`src/hdl/mivc_map.svh`:
```
`ifndef MIVC_MAP_SVH
`define MIVC_MAP_SVH
`define MIVC_NSRC          13
`define MIVC_VEC_EXT0      16'h0003
`define MIVC_VEC_TMR0      16'h000b
`define MIVC_VEC_EXT1      16'h0013
`define MIVC_VEC_TMR1      16'h001b
`define MIVC_VEC_SER0      16'h0023
`define MIVC_VEC_SER1      16'h003b
`define MIVC_VEC_PHY       16'h0043
`define MIVC_VEC_TMR2      16'h004b
`define MIVC_VEC_CIPH      16'h0053
`define MIVC_VEC_TMR3      16'h005b
`define MIVC_VEC_SLEEP     16'h0063
`define MIVC_VEC_SPI       16'h0068
`define MIVC_VEC_VOICE     16'h0073
`define MIVC_GIE_BIT       7
`define MIVC_BIE_RST       8'h00
`define MIVC_SER_PEND_BIT  0
`define MIVC_SER_CAUSE_HI  3
`define MIVC_SER_CAUSE_LO  1
`endif

```
`src/hdl/mivc_pkg.sv`:
```
`default_nettype none
package mivc_pkg;
  typedef enum logic [1:0] {
    MIVC_IDLE,
    MIVC_IN_LOW,
    MIVC_IN_HIGH,
    MIVC_IN_HIGH_OVER_LOW
  } mivc_level_t;
  typedef logic [15:0] mivc_addr_t;
  typedef logic [3:0]  mivc_ord_t;
endpackage : mivc_pkg
`default_nettype wire

```
`src/hdl/mivc_sel_if.sv`:
```
`default_nettype none
interface mivc_sel_if;
  logic [12:0]          req;
  logic                 found;
  logic [3:0]           idx;
  modport picker (input req, output found, output idx);
  modport user   (output req, input found, input idx);
endinterface : mivc_sel_if
`default_nettype wire

```
`src/hdl/mivc_pick.sv`:
```
`default_nettype none
// Lowest-index active request wins; index equals table position, so ordinal order is kept.
module mivc_pick (
  mivc_sel_if.picker s
);
  always_comb begin
    s.found = 1'b0;
    s.idx   = 4'h0;
    for (int i = 12; i >= 0; i--) begin
      if (s.req[i]) begin
        s.found = 1'b1;
        s.idx   = 4'(i);
      end
    end
  end
endmodule : mivc_pick
`default_nettype wire

```
`src/hdl/mivc_voice.sv`:
```
`default_nettype none
module mivc_voice (
  input  wire logic [23:0] en_i,
  input  wire logic [23:0] flag_i,
  output logic             req_o
);
  assign req_o = |(en_i & flag_i);
endmodule : mivc_voice
`default_nettype wire

```
`src/hdl/mivc_top.sv`:
```
`include "mivc_map.svh"
`default_nettype none
module mivc_top (
  // Clock and reset.
  input  wire logic        clk_i,
  input  wire logic        rstn_i,
  // Pending flags from peripherals and pins, with the voice enable mask.
  input  wire logic        ext0_flag_i,
  input  wire logic        tmr0_flag_i,
  input  wire logic        ext1_flag_i,
  input  wire logic        tmr1_flag_i,
  input  wire logic [3:0]  ser0_ident_i,
  input  wire logic [3:0]  ser1_ident_i,
  input  wire logic        radio_phy_irq_flag_i,
  input  wire logic        tmr2_flag_i,
  input  wire logic        cipher_flag_i,
  input  wire logic        tmr3_flag_i,
  input  wire logic        sleep_timer_irq_flag_i,
  input  wire logic        spi_done_flag_i,
  input  wire logic [23:0] voice_irq_enable_i,
  input  wire logic [23:0] voice_irq_flag_i,
  // Enable and priority settings.
  input  wire logic [7:0]  base_irq_enable_reg_i,
  input  wire logic [7:0]  base_irq_priority_reg_i,
  input  wire logic [7:0]  extended_irq_enable_reg_i,
  input  wire logic [7:0]  extended_irq_priority_reg_i,
  input  wire logic        spi_local_irq_enable_i,
  // Core handshake.
  input  wire logic        ack_i,
  input  wire logic        reti_i,
  output logic             irq_o,
  output logic [15:0]      vector_o,
  output logic [3:0]       ordinal_o,
  output logic             level_o,
  output logic [2:0]       ser0_cause_o,
  output logic [2:0]       ser1_cause_o,
  output logic [1:0]       active_o
);

  logic                 ext0_s1_r, ext0_s2_r, ext1_s1_r, ext1_s2_r;
  logic [12:0]          pend, en, prio, ok;
  logic                 voice_req;
  logic                 in_low, in_high;
  logic                 take_hi, take_lo;
  mivc_pkg::mivc_level_t state_r, state_nxt;
  mivc_pkg::mivc_ord_t   ord_tbl [13];
  mivc_pkg::mivc_addr_t  vec_tbl [13];
  mivc_sel_if            sel_hi ();
  mivc_sel_if            sel_lo ();

  // Pins are synchronised before use.
  always_ff @(posedge clk_i or negedge rstn_i) begin
    if (!rstn_i) begin
      ext0_s1_r <= 1'b0;
      ext0_s2_r <= 1'b0;
      ext1_s1_r <= 1'b0;
      ext1_s2_r <= 1'b0;
    end else begin
      ext0_s1_r <= ext0_flag_i;
      ext0_s2_r <= ext0_s1_r;
      ext1_s1_r <= ext1_flag_i;
      ext1_s2_r <= ext1_s1_r;
    end
  end

  mivc_voice u_voice (
    .en_i   (voice_irq_enable_i),
    .flag_i (voice_irq_flag_i),
    .req_o  (voice_req)
  );

  // Table position k serves ordinal ord_tbl[k]; positions ascend by ordinal.
  assign ord_tbl = '{4'd0, 4'd1, 4'd2, 4'd3, 4'd4, 4'd7, 4'd8, 4'd9,
                     4'd10, 4'd11, 4'd12, 4'd13, 4'd14};
  assign vec_tbl = '{`MIVC_VEC_EXT0, `MIVC_VEC_TMR0, `MIVC_VEC_EXT1, `MIVC_VEC_TMR1,
                     `MIVC_VEC_SER0, `MIVC_VEC_SER1,
                     `MIVC_VEC_PHY, `MIVC_VEC_TMR2, `MIVC_VEC_CIPH, `MIVC_VEC_TMR3,
                     `MIVC_VEC_SLEEP, `MIVC_VEC_SPI, `MIVC_VEC_VOICE};

  // Pending flags; pins and internal events feed the same path.
  assign pend = {voice_req, spi_done_flag_i, sleep_timer_irq_flag_i, tmr3_flag_i,
                 cipher_flag_i, tmr2_flag_i, radio_phy_irq_flag_i,
                 ser1_ident_i[`MIVC_SER_PEND_BIT], ser0_ident_i[`MIVC_SER_PEND_BIT],
                 tmr1_flag_i, ext1_s2_r, tmr0_flag_i, ext0_s2_r};

  assign en = {extended_irq_enable_reg_i[6],
               extended_irq_enable_reg_i[5] & spi_local_irq_enable_i,
               extended_irq_enable_reg_i[4:0],
               base_irq_enable_reg_i[6], base_irq_enable_reg_i[4:0]};

  assign prio = {extended_irq_priority_reg_i[6:0],
                 base_irq_priority_reg_i[6], base_irq_priority_reg_i[4:0]};

  assign ok = pend & en & {13{base_irq_enable_reg_i[`MIVC_GIE_BIT]}};

  assign sel_hi.req = ok & prio;
  assign sel_lo.req = ok & ~prio;

  mivc_pick u_pick_hi (.s (sel_hi));
  mivc_pick u_pick_lo (.s (sel_lo));

  assign in_high = (state_r == mivc_pkg::MIVC_IN_HIGH) || (state_r == mivc_pkg::MIVC_IN_HIGH_OVER_LOW);
  assign in_low  = (state_r == mivc_pkg::MIVC_IN_LOW);
  assign take_hi = sel_hi.found && !in_high;
  assign take_lo = sel_lo.found && !sel_hi.found && (state_r == mivc_pkg::MIVC_IDLE);

  // Nesting state tracks which handler levels are in progress.
  always_comb begin
    state_nxt = state_r;
    case (state_r)
      mivc_pkg::MIVC_IDLE: begin
        if (ack_i && irq_o) begin
          state_nxt = level_o ? mivc_pkg::MIVC_IN_HIGH : mivc_pkg::MIVC_IN_LOW;
        end
      end
      mivc_pkg::MIVC_IN_LOW: begin
        if (ack_i && irq_o) begin
          state_nxt = mivc_pkg::MIVC_IN_HIGH_OVER_LOW;
        end else if (reti_i) begin
          state_nxt = mivc_pkg::MIVC_IDLE;
        end
      end
      mivc_pkg::MIVC_IN_HIGH: begin
        if (reti_i) begin
          state_nxt = mivc_pkg::MIVC_IDLE;
        end
      end
      mivc_pkg::MIVC_IN_HIGH_OVER_LOW: begin
        if (reti_i) begin
          state_nxt = mivc_pkg::MIVC_IN_LOW;
        end
      end
      default: state_nxt = mivc_pkg::MIVC_IDLE;
    endcase
  end

  always_ff @(posedge clk_i or negedge rstn_i) begin
    if (!rstn_i) begin
      state_r <= mivc_pkg::MIVC_IDLE;
    end else begin
      state_r <= state_nxt;
    end
  end

  // Request presented to the core; refreshed every cycle, dropped once acknowledged.
  always_ff @(posedge clk_i or negedge rstn_i) begin
    if (!rstn_i) begin
      irq_o     <= 1'b0;
      vector_o  <= 16'h0000;
      ordinal_o <= 4'h0;
      level_o   <= 1'b0;
    end else if (ack_i && irq_o) begin
      irq_o <= 1'b0;
    end else if (take_hi) begin
      irq_o     <= 1'b1;
      vector_o  <= vec_tbl[sel_hi.idx];
      ordinal_o <= ord_tbl[sel_hi.idx];
      level_o   <= 1'b1;
    end else if (take_lo) begin
      irq_o     <= 1'b1;
      vector_o  <= vec_tbl[sel_lo.idx];
      ordinal_o <= ord_tbl[sel_lo.idx];
      level_o   <= 1'b0;
    end else begin
      irq_o <= 1'b0;
    end
  end

  // Serial cause codes passed through for the handler.
  always_ff @(posedge clk_i or negedge rstn_i) begin
    if (!rstn_i) begin
      ser0_cause_o <= 3'h0;
      ser1_cause_o <= 3'h0;
    end else begin
      ser0_cause_o <= ser0_ident_i[`MIVC_SER_CAUSE_HI:`MIVC_SER_CAUSE_LO];
      ser1_cause_o <= ser1_ident_i[`MIVC_SER_CAUSE_HI:`MIVC_SER_CAUSE_LO];
    end
  end

  always_ff @(posedge clk_i or negedge rstn_i) begin
    if (!rstn_i) begin
      active_o <= 2'b00;
    end else begin
      active_o <= {in_high, in_low | (state_r == mivc_pkg::MIVC_IN_HIGH_OVER_LOW)};
    end
  end

endmodule : mivc_top
`default_nettype wire

```
`config.mk`:
```
export PLATFORM = sky130hd
export DESIGN_NAME = mivc_top
export DESIGN_NICKNAME = d
export VERILOG_FILES = /design/src/hdl/mivc_pkg.sv /design/src/hdl/mivc_sel_if.sv /design/src/hdl/mivc_pick.sv /design/src/hdl/mivc_voice.sv /design/src/hdl/mivc_top.sv
export VERILOG_INCLUDE_DIRS = /design/src /design/src/hdl
export SDC_FILE = /design/constraint.sdc
export NUM_CORES = 1
export LEC_CHECK = 0
export BUFFER_PORTS_ARGS = -buffer_cell sky130_fd_sc_hd__buf_2
export CORE_MARGIN = 5
export CORE_UTILIZATION = 42
export DETAILED_ROUTE_END_ITERATION = 16
export GPL_ROUTABILITY_DRIVEN = 0
export GPL_TIMING_DRIVEN = 1
export HOLD_SLACK_MARGIN = 0.08
export PLACE_DENSITY = 0.88
export SLEW_MARGIN = 15
export SYNTH_ARGS = -nofsm -noshare
export SYNTH_HDL_FRONTEND = slang
export SYNTH_HIERARCHICAL = 1
export SYNTH_SLANG_ARGS = --single-unit
```
`constraint.sdc`:
```
create_clock -name clk_i -period 3.3 [get_ports clk_i]
set_input_delay 0.66 -clock clk_i [delete_from_list [all_inputs] [get_ports clk_i]]
set_output_delay 0.66 -clock clk_i [all_outputs]
set_load 0.005 [all_outputs]
```
# Yosys cells after proc, flatten, opt, wreduce, memory -nomap -nowiden
# Memories as Yosys holds them, arrays and structs flattened.
# Cells that the tools add are included.
op_classes:
  magnitude_cmp: 2
  n_eq_ne: 5
  muxes: 75
  bitwise: 11
  reduce_logical: 12
op_table:
  columns: ["operator", "n"]
  rows:
  - ["$mux 4", 32]
  - ["$mux 16", 6]
  - ["$and 13x13->13", 4]
  - ["$mux 1", 31]
  - ["$and 24x24->24", 1]
  - ["$reduce_or 24->1", 1]
  - ["$not 13->13", 1]
  - ["$ge 5x5->1 const B", 2]
  - ["$mux 2", 5]
  - ["$not 4->5", 2]
  - ["$pmux 2 s4", 1]
  - ["$eq 2x2->1 const B", 2]
  - ["$logic_and 1x1->1", 4]
  - ["$reduce_and 2->1", 2]
  - ["$eq 2x1->1 const B", 1]
  - ["$logic_not 1->1", 2]
  - ["$logic_not 2->1", 1]
  - ["$ne 2x1->1 const B", 1]
  - ["$ne 2x2->1 const B", 1]
  - ["$reduce_bool 2->1", 1]
  - ["$and 1x1->1", 1]
  - ["$logic_or 1x1->1", 1]
  - ["$not 1->1", 1]
  - ["$or 1x1->1", 1]
totals:
  reg_bits: 36
  mem_bits_ro: 640
  in_bits: 103
  output_inout_bits: 30
  elab_cells: 121
  memories: 4
mem_list:
  columns: ["name", "words", "width", "read_ports", "rd_clocked_by_memory_dff", "wr", "line", "rtl"]
  rows:
  - ["(name not given)", 16, 16, 1, 0, 0, "mivc_top.sv:161", "vector_o <= vec_tbl[sel_lo.idx];"]
  - ["(name not given)", 16, 16, 1, 0, 0, "mivc_top.sv:156", "vector_o <= vec_tbl[sel_hi.idx];"]
  - ["(name not given)", 16, 4, 1, 0, 0, "mivc_top.sv:162", "ordinal_o <= ord_tbl[sel_lo.idx];"]
  - ["(name not given)", 16, 4, 1, 0, 0, "mivc_top.sv:157", "ordinal_o <= ord_tbl[sel_hi.idx];"]

# Depth between registers and ports, before layout
logic_depth:
  word_depth: 24
  ltp_mapped: 12
  mapped_depth_nobuf: 11

# Modules after synthesis
# The synthesis kept the hierarchy.
by_module_without_submodules:
  columns: ["mod", "instances", "cells_each", "area_per_inst_um2", "seq_area_each_um2"]
  rows:
  - ["mivc_top", 1, 139, 1179.9, 525.5]
  - ["mivc_pick", 2, 24, 156.4, 0.0]
  - ["mivc_voice", 1, 16, 120.1, 0.0]

# Least setup slack after synthesis
# No wires, ideal clock.
synth_path:
  path_kind: "input to register"
  start: "input base_irq_enable_reg_i[7]"
  end: "register ordinal_o[1]"
  setup_ns: 0.092
  t_arrival_ns: 2.458
  t_required_ns: 3.208
  path_slack_ns: 0.751
  cell_stages: 11
  path_buffers: 1
  cell_sequence: "clkbuf_1 -> nand3_1 -> nor2_1 -> nor2_1 -> o31ai_1 -> a211oi_1 -> nor3_1 -> nor2b_4 -> xnor2_1 -> and3_4 -> o31ai_2"
synth_via:
  elab_cells_between_ends: 71
  cone_classes: "mux: 58; bitwise: 5; reduce/logical: 6; memory: 2"
synth_rtl:
  columns: ["item", "line", "rtl"]
  rows:
  - ["from (decl)", "mivc_top.sv:23", "input wire logic [7:0] base_irq_enable_reg_i,"]
  - ["$and 13x13->13", "mivc_top.sv:94", "assign ok = pend & en & {13{base_irq_enable_reg_i[`MIVC_GIE_BIT]}};"]
  - ["$and 13x13->13", "mivc_top.sv:96", "assign sel_hi.req = ok & prio;"]
  - ["via sel_hi.req[10]", "mivc_sel_if.sv:3", "logic [12:0] req;"]
  - ["$mux 4 (11 in series)", "mivc_pick.sv:10", "if (s.req[i]) begin"]
  - ["via sel_hi.idx[1]", "mivc_sel_if.sv:5", "logic [3:0] idx;"]
  - ["$not 4->5 (implied by the code)", "mivc_top.sv:157", null]
  - ["$mem_v2 16x4", null, null]
  - ["$mux 4 (implied by the code) (2 in series)", "mivc_top.sv:157", null]
  - ["$mux 4", "mivc_top.sv:154", "end else if (take_hi) begin"]
  - ["to (signal assigned)", "mivc_top.sv:157", null]
  - ["to (signal assigned)", "mivc_top.sv:162", null]
  - ["to (decl)", "mivc_top.sv:33", "output logic [3:0] ordinal_o,"]
# The timed path passes the listed nets, and every way through them passes these cells. The select of a mux whose other input is x is not followed.
# A chain may end at the register's enable or synchronous reset.

# Worst setup path in the final report
layout_path:
  start: "input base_irq_enable_reg_i[7]"
  end: "register ordinal_o[1]"
layout_via:
  elab_cells_between_ends: 71
  cone_classes: "mux: 58; bitwise: 5; reduce/logical: 6; memory: 2"
layout_rtl:
  columns: ["item", "line"]
  rows:
  - ["$and 13x13->13", "mivc_top.sv:94"]
  - ["$and 13x13->13", "mivc_top.sv:96"]
  - ["via sel_hi.req[11]", "mivc_sel_if.sv:3"]
  - ["$mux 4 (12 in series)", "mivc_pick.sv:10"]
  - ["via sel_hi.idx[1]", "mivc_sel_if.sv:5"]
  - ["$not 4->5 (implied by the code)", "mivc_top.sv:157"]
  - ["$mem_v2 16x4", null]
  - ["$mux 4 (implied by the code) (2 in series)", "mivc_top.sv:157"]
  - ["$mux 4", "mivc_top.sv:154"]
# The timed path passes the listed nets, and every way through them passes these cells. The select of a mux whose other input is x is not followed.

==> qor.yml <==
final_layout:
  nets: 418
  utilization_pct: 59.80
  area_growth_pct: 36.77
  drive_gt1_share_pct: 43.63
  mostFrequentLayoutCells: "buf_2 (117), nor2_1 (37), dfrtp_1 (21)"
  fin_cells: 363
  fill_cells: 351
  final_common_cell: "buf_2"
die:
  die_area_um2: 5179
  coreArea_um2: 3689
  rows: 22
  die_w_um: 71.97
  initial_core_util_pct: 43.72
  io_pins: 133
  fp.dieH_um: 71.97
critical_path:
  worstSetupPathType: "in2reg"
  worst_ep_required_time_ns: 3.47
  cp-start-kind: "primary input"
  ff2ff_path_depth: 8
  crit_fanout: 13
  crit_arrival_ns: 2.75
  r2r-end: "ordinal_o[1]$_DFFE_PN0P_"
  cp-end-kind: "flip-flop"
  reg2reg_slack_ns: 1.28
  r2r-start: "ext1_s2_r$_DFF_PN0_"
sta:
  fin_crit_sh_pct: 77.99
  hold_viol_final: 0
  fin_tns_setup_ns: 0
  rsz0062_at_grt: "false"
  drv_slew: 0
  max_clock_freq_mhz: 388.5
  post-route-min-period_ns: 2.574
  final-setup-viol-count: 0
  clock_skew_ns: 0.002735
yosys:
  synth_warnings: 6
  synthCells: 203
  syn_area_per_cell_um2: 7.945
  netlist_area_um2: 1613
  ys_async_sr_fraction_pct: 100.0
  ys_types: 41
  synth-seq-area-share_pct: 32.58
  yosys_most_used_dff: "dfrtp_1"
  synth_enable_flop_cells: 0
  ys_ff_latch: 21
cts:
  cts_resized: 0
  postCtsSetupBuffers: 0
  cts_tree: "built"
  cts_buffers: 3
  clkLatencyLatePin_ns: 0.26
  cts_hold_buf: 0
  clockBufferDepth: 2
  h-tree-depth: 1
  cts_num_sinks: 21
  clkTransAtPathRegs_ns: 0.07
  cts-root-buf: "clkbuf_8"
power:
  total_power_uw: 958.6
  ir_worst_vdd_mv: 0.2683
  p_per_area_nw_per_um2: 434.5
  leakage_uw: 0.001155
routing:
  num_vias: 1764
  dr.pass1.iters: 4
  drc: 0
  via_per_inst: 4.860
  dr.first_iter.drc_count: 73
  wirelength_um: 4588
  avgRoutedWirePerCell_um: 12.64
  route.antenna.remaining_nets: 0
grt:
  grt_pass1_vias: 1738
  grt_max_degree: 22
  grt_antenna_before_repair: 1
  grt_use_total_pct: 17.21
  grt-ovfl-total: 0
  grt_pass1_wl_um: 7100
flow_run:
  cap_violations: 0
placement:
  hpwl_um: 4159
  placed_cells_incl_taps: 358
  portBuffers: 117
worst_hold_path:
  hold_path_class: "in2async"
outcome:
  status: "complete, no violations"
-- area by class of cell --
type | count | area, um2 | area share [%]
Antenna cell | 1 | 2.502 | 0.1134
Clock buffer | 3 | 41.29 | 1.872
Clock inverter | 1 | 5.005 | 0.2269
Inverter | 21 | 78.83 | 3.573
Multi-Input combinational cell | 151 | 907.1 | 41.12
Sequential cell | 21 | 525.5 | 23.82
Tap cell | 48 | 60.06 | 2.723
Timing Repair Buffer | 117 | 585.6 | 26.55
-- cell families (layout without fill, tap and decap cells) --
logic type / Yosys count / after routing / share of synthesized area [%]
other: 1 / 11 / 0.2325
DFF: 21 / 21 / 32.58
and+or+nand+nor: 91 / 91 / 30.95
AOI/OAI and AO/OA: 47 / 47 / 21.10
buffers and inverters: 40 / 142 / 13.27
xor gates and xnor gates: 1 / 1 / 0.5432
muxes: 2 / 2 / 1.319
-- through the flow --
step | cell area, um2 | setup WS (ns) | hold slack (ns)
after floorplan | 1647 | 0.7506 | 0.3312
after global placement | 2157 | 0.5380 | 0.3354
after detailed placement | 2157 | 0.4412 | 0.3347
after CTS | 2203 | 0.6950 | 0.3461
after global routing | 2206 | 0.4745 | 0.3682
final | 2206 | 0.7263 | 0.3310
-- synth_stat cells, types with 2 or more instances --
| master | number | area, um2 |
|---|---|---|
| dfrtp_1 | 21 | 525.5 |
| nand3_1 | 14 | 70.07 |
| nand4_1 | 5 | 31.28 |
| a21boi_1 | 2 | 15.01 |
| nor4_2 | 4 | 50.05 |
| inv_2 | 2 | 7.510 |
| a211oi_1 | 5 | 37.54 |
| buf_4 | 15 | 112.6 |
| inv_1 | 19 | 71.32 |
| a22oi_1 | 11 | 82.58 |
| nand2_1 | 12 | 45.04 |
| a21oi_1 | 6 | 30.03 |
| and2b_1 | 2 | 15.01 |
| o31a_1 | 2 | 17.52 |
| o21ai_1 | 7 | 35.03 |
| nor2b_1 | 4 | 25.02 |
| o31ai_1 | 4 | 30.03 |
| nor2_1 | 37 | 138.9 |
| nand3b_1 | 2 | 15.01 |
| o21ai_0 | 2 | 10.01 |
| nor4_4 | 2 | 42.54 |
| nor3_1 | 4 | 20.02 |
| clkbuf_1 | 3 | 11.26 |
-- flip-flops by register name, indices dropped and copies added, names as in the netlist --
register      cells
active_o          2
ser0_cause_o      3
level_o           1
irq_o             1
ser1_cause_o      3
ext0_s1_r         1
ext0_s2_r         1
vector_o          2
state_r           2
ordinal_o         3
ext1_s2_r         1
ext1_s1_r         1
-- report_power, final --
part | total [uW] | switching [uW] | internal, uW
clock network | 164 | 79.8 | 84.0
logic | 411 | 206 | 205
registers | 384 | 56.4 | 328
total | 959 | 342 | 617
-- worst max-delay path: stages --
cell and delay (ns):
buf_2 0.22, nand4_1 0.15, nor2_1 0.21, nor2_1 0.08, o31ai_1 0.23, a211oi_1 0.11
nor3_1 0.39, nor2b_4 0.25, xnor2_1 0.07, and3_4 0.19, o31ai_2 0.17
-- worst max-delay path by stage --
stage	start	cells past startpoint	slack [ns]	end
finish	base_irq_enable_reg_i[7]	11	0.73	ordinal_o[1]$_DFFE_PN0P_
global placement	base_irq_enable_reg_i[7]	10	0.54	ordinal_o[2]$_DFFE_PN0P_
CTS	base_irq_enable_reg_i[7]	11	0.70	ordinal_o[1]$_DFFE_PN0P_
detailed placement	base_irq_enable_reg_i[7]	11	0.44	ordinal_o[1]$_DFFE_PN0P_
global route	base_irq_enable_reg_i[7]	11	0.47	ordinal_o[1]$_DFFE_PN0P_
floorplan	base_irq_enable_reg_i[7]	11	0.75	ordinal_o[1]$_DFFE_PN0P_
-- per-layer routing --
metal	track usage, %	routed length, um	vias up
li1	-	-	909
met1	17.77	1609	774
met2	32.45	2514	75
met3	4.848	407	6
met4	6.889	57	0
met5	0	0	-
No activity file was read; power rests on OpenSTA's default activity.
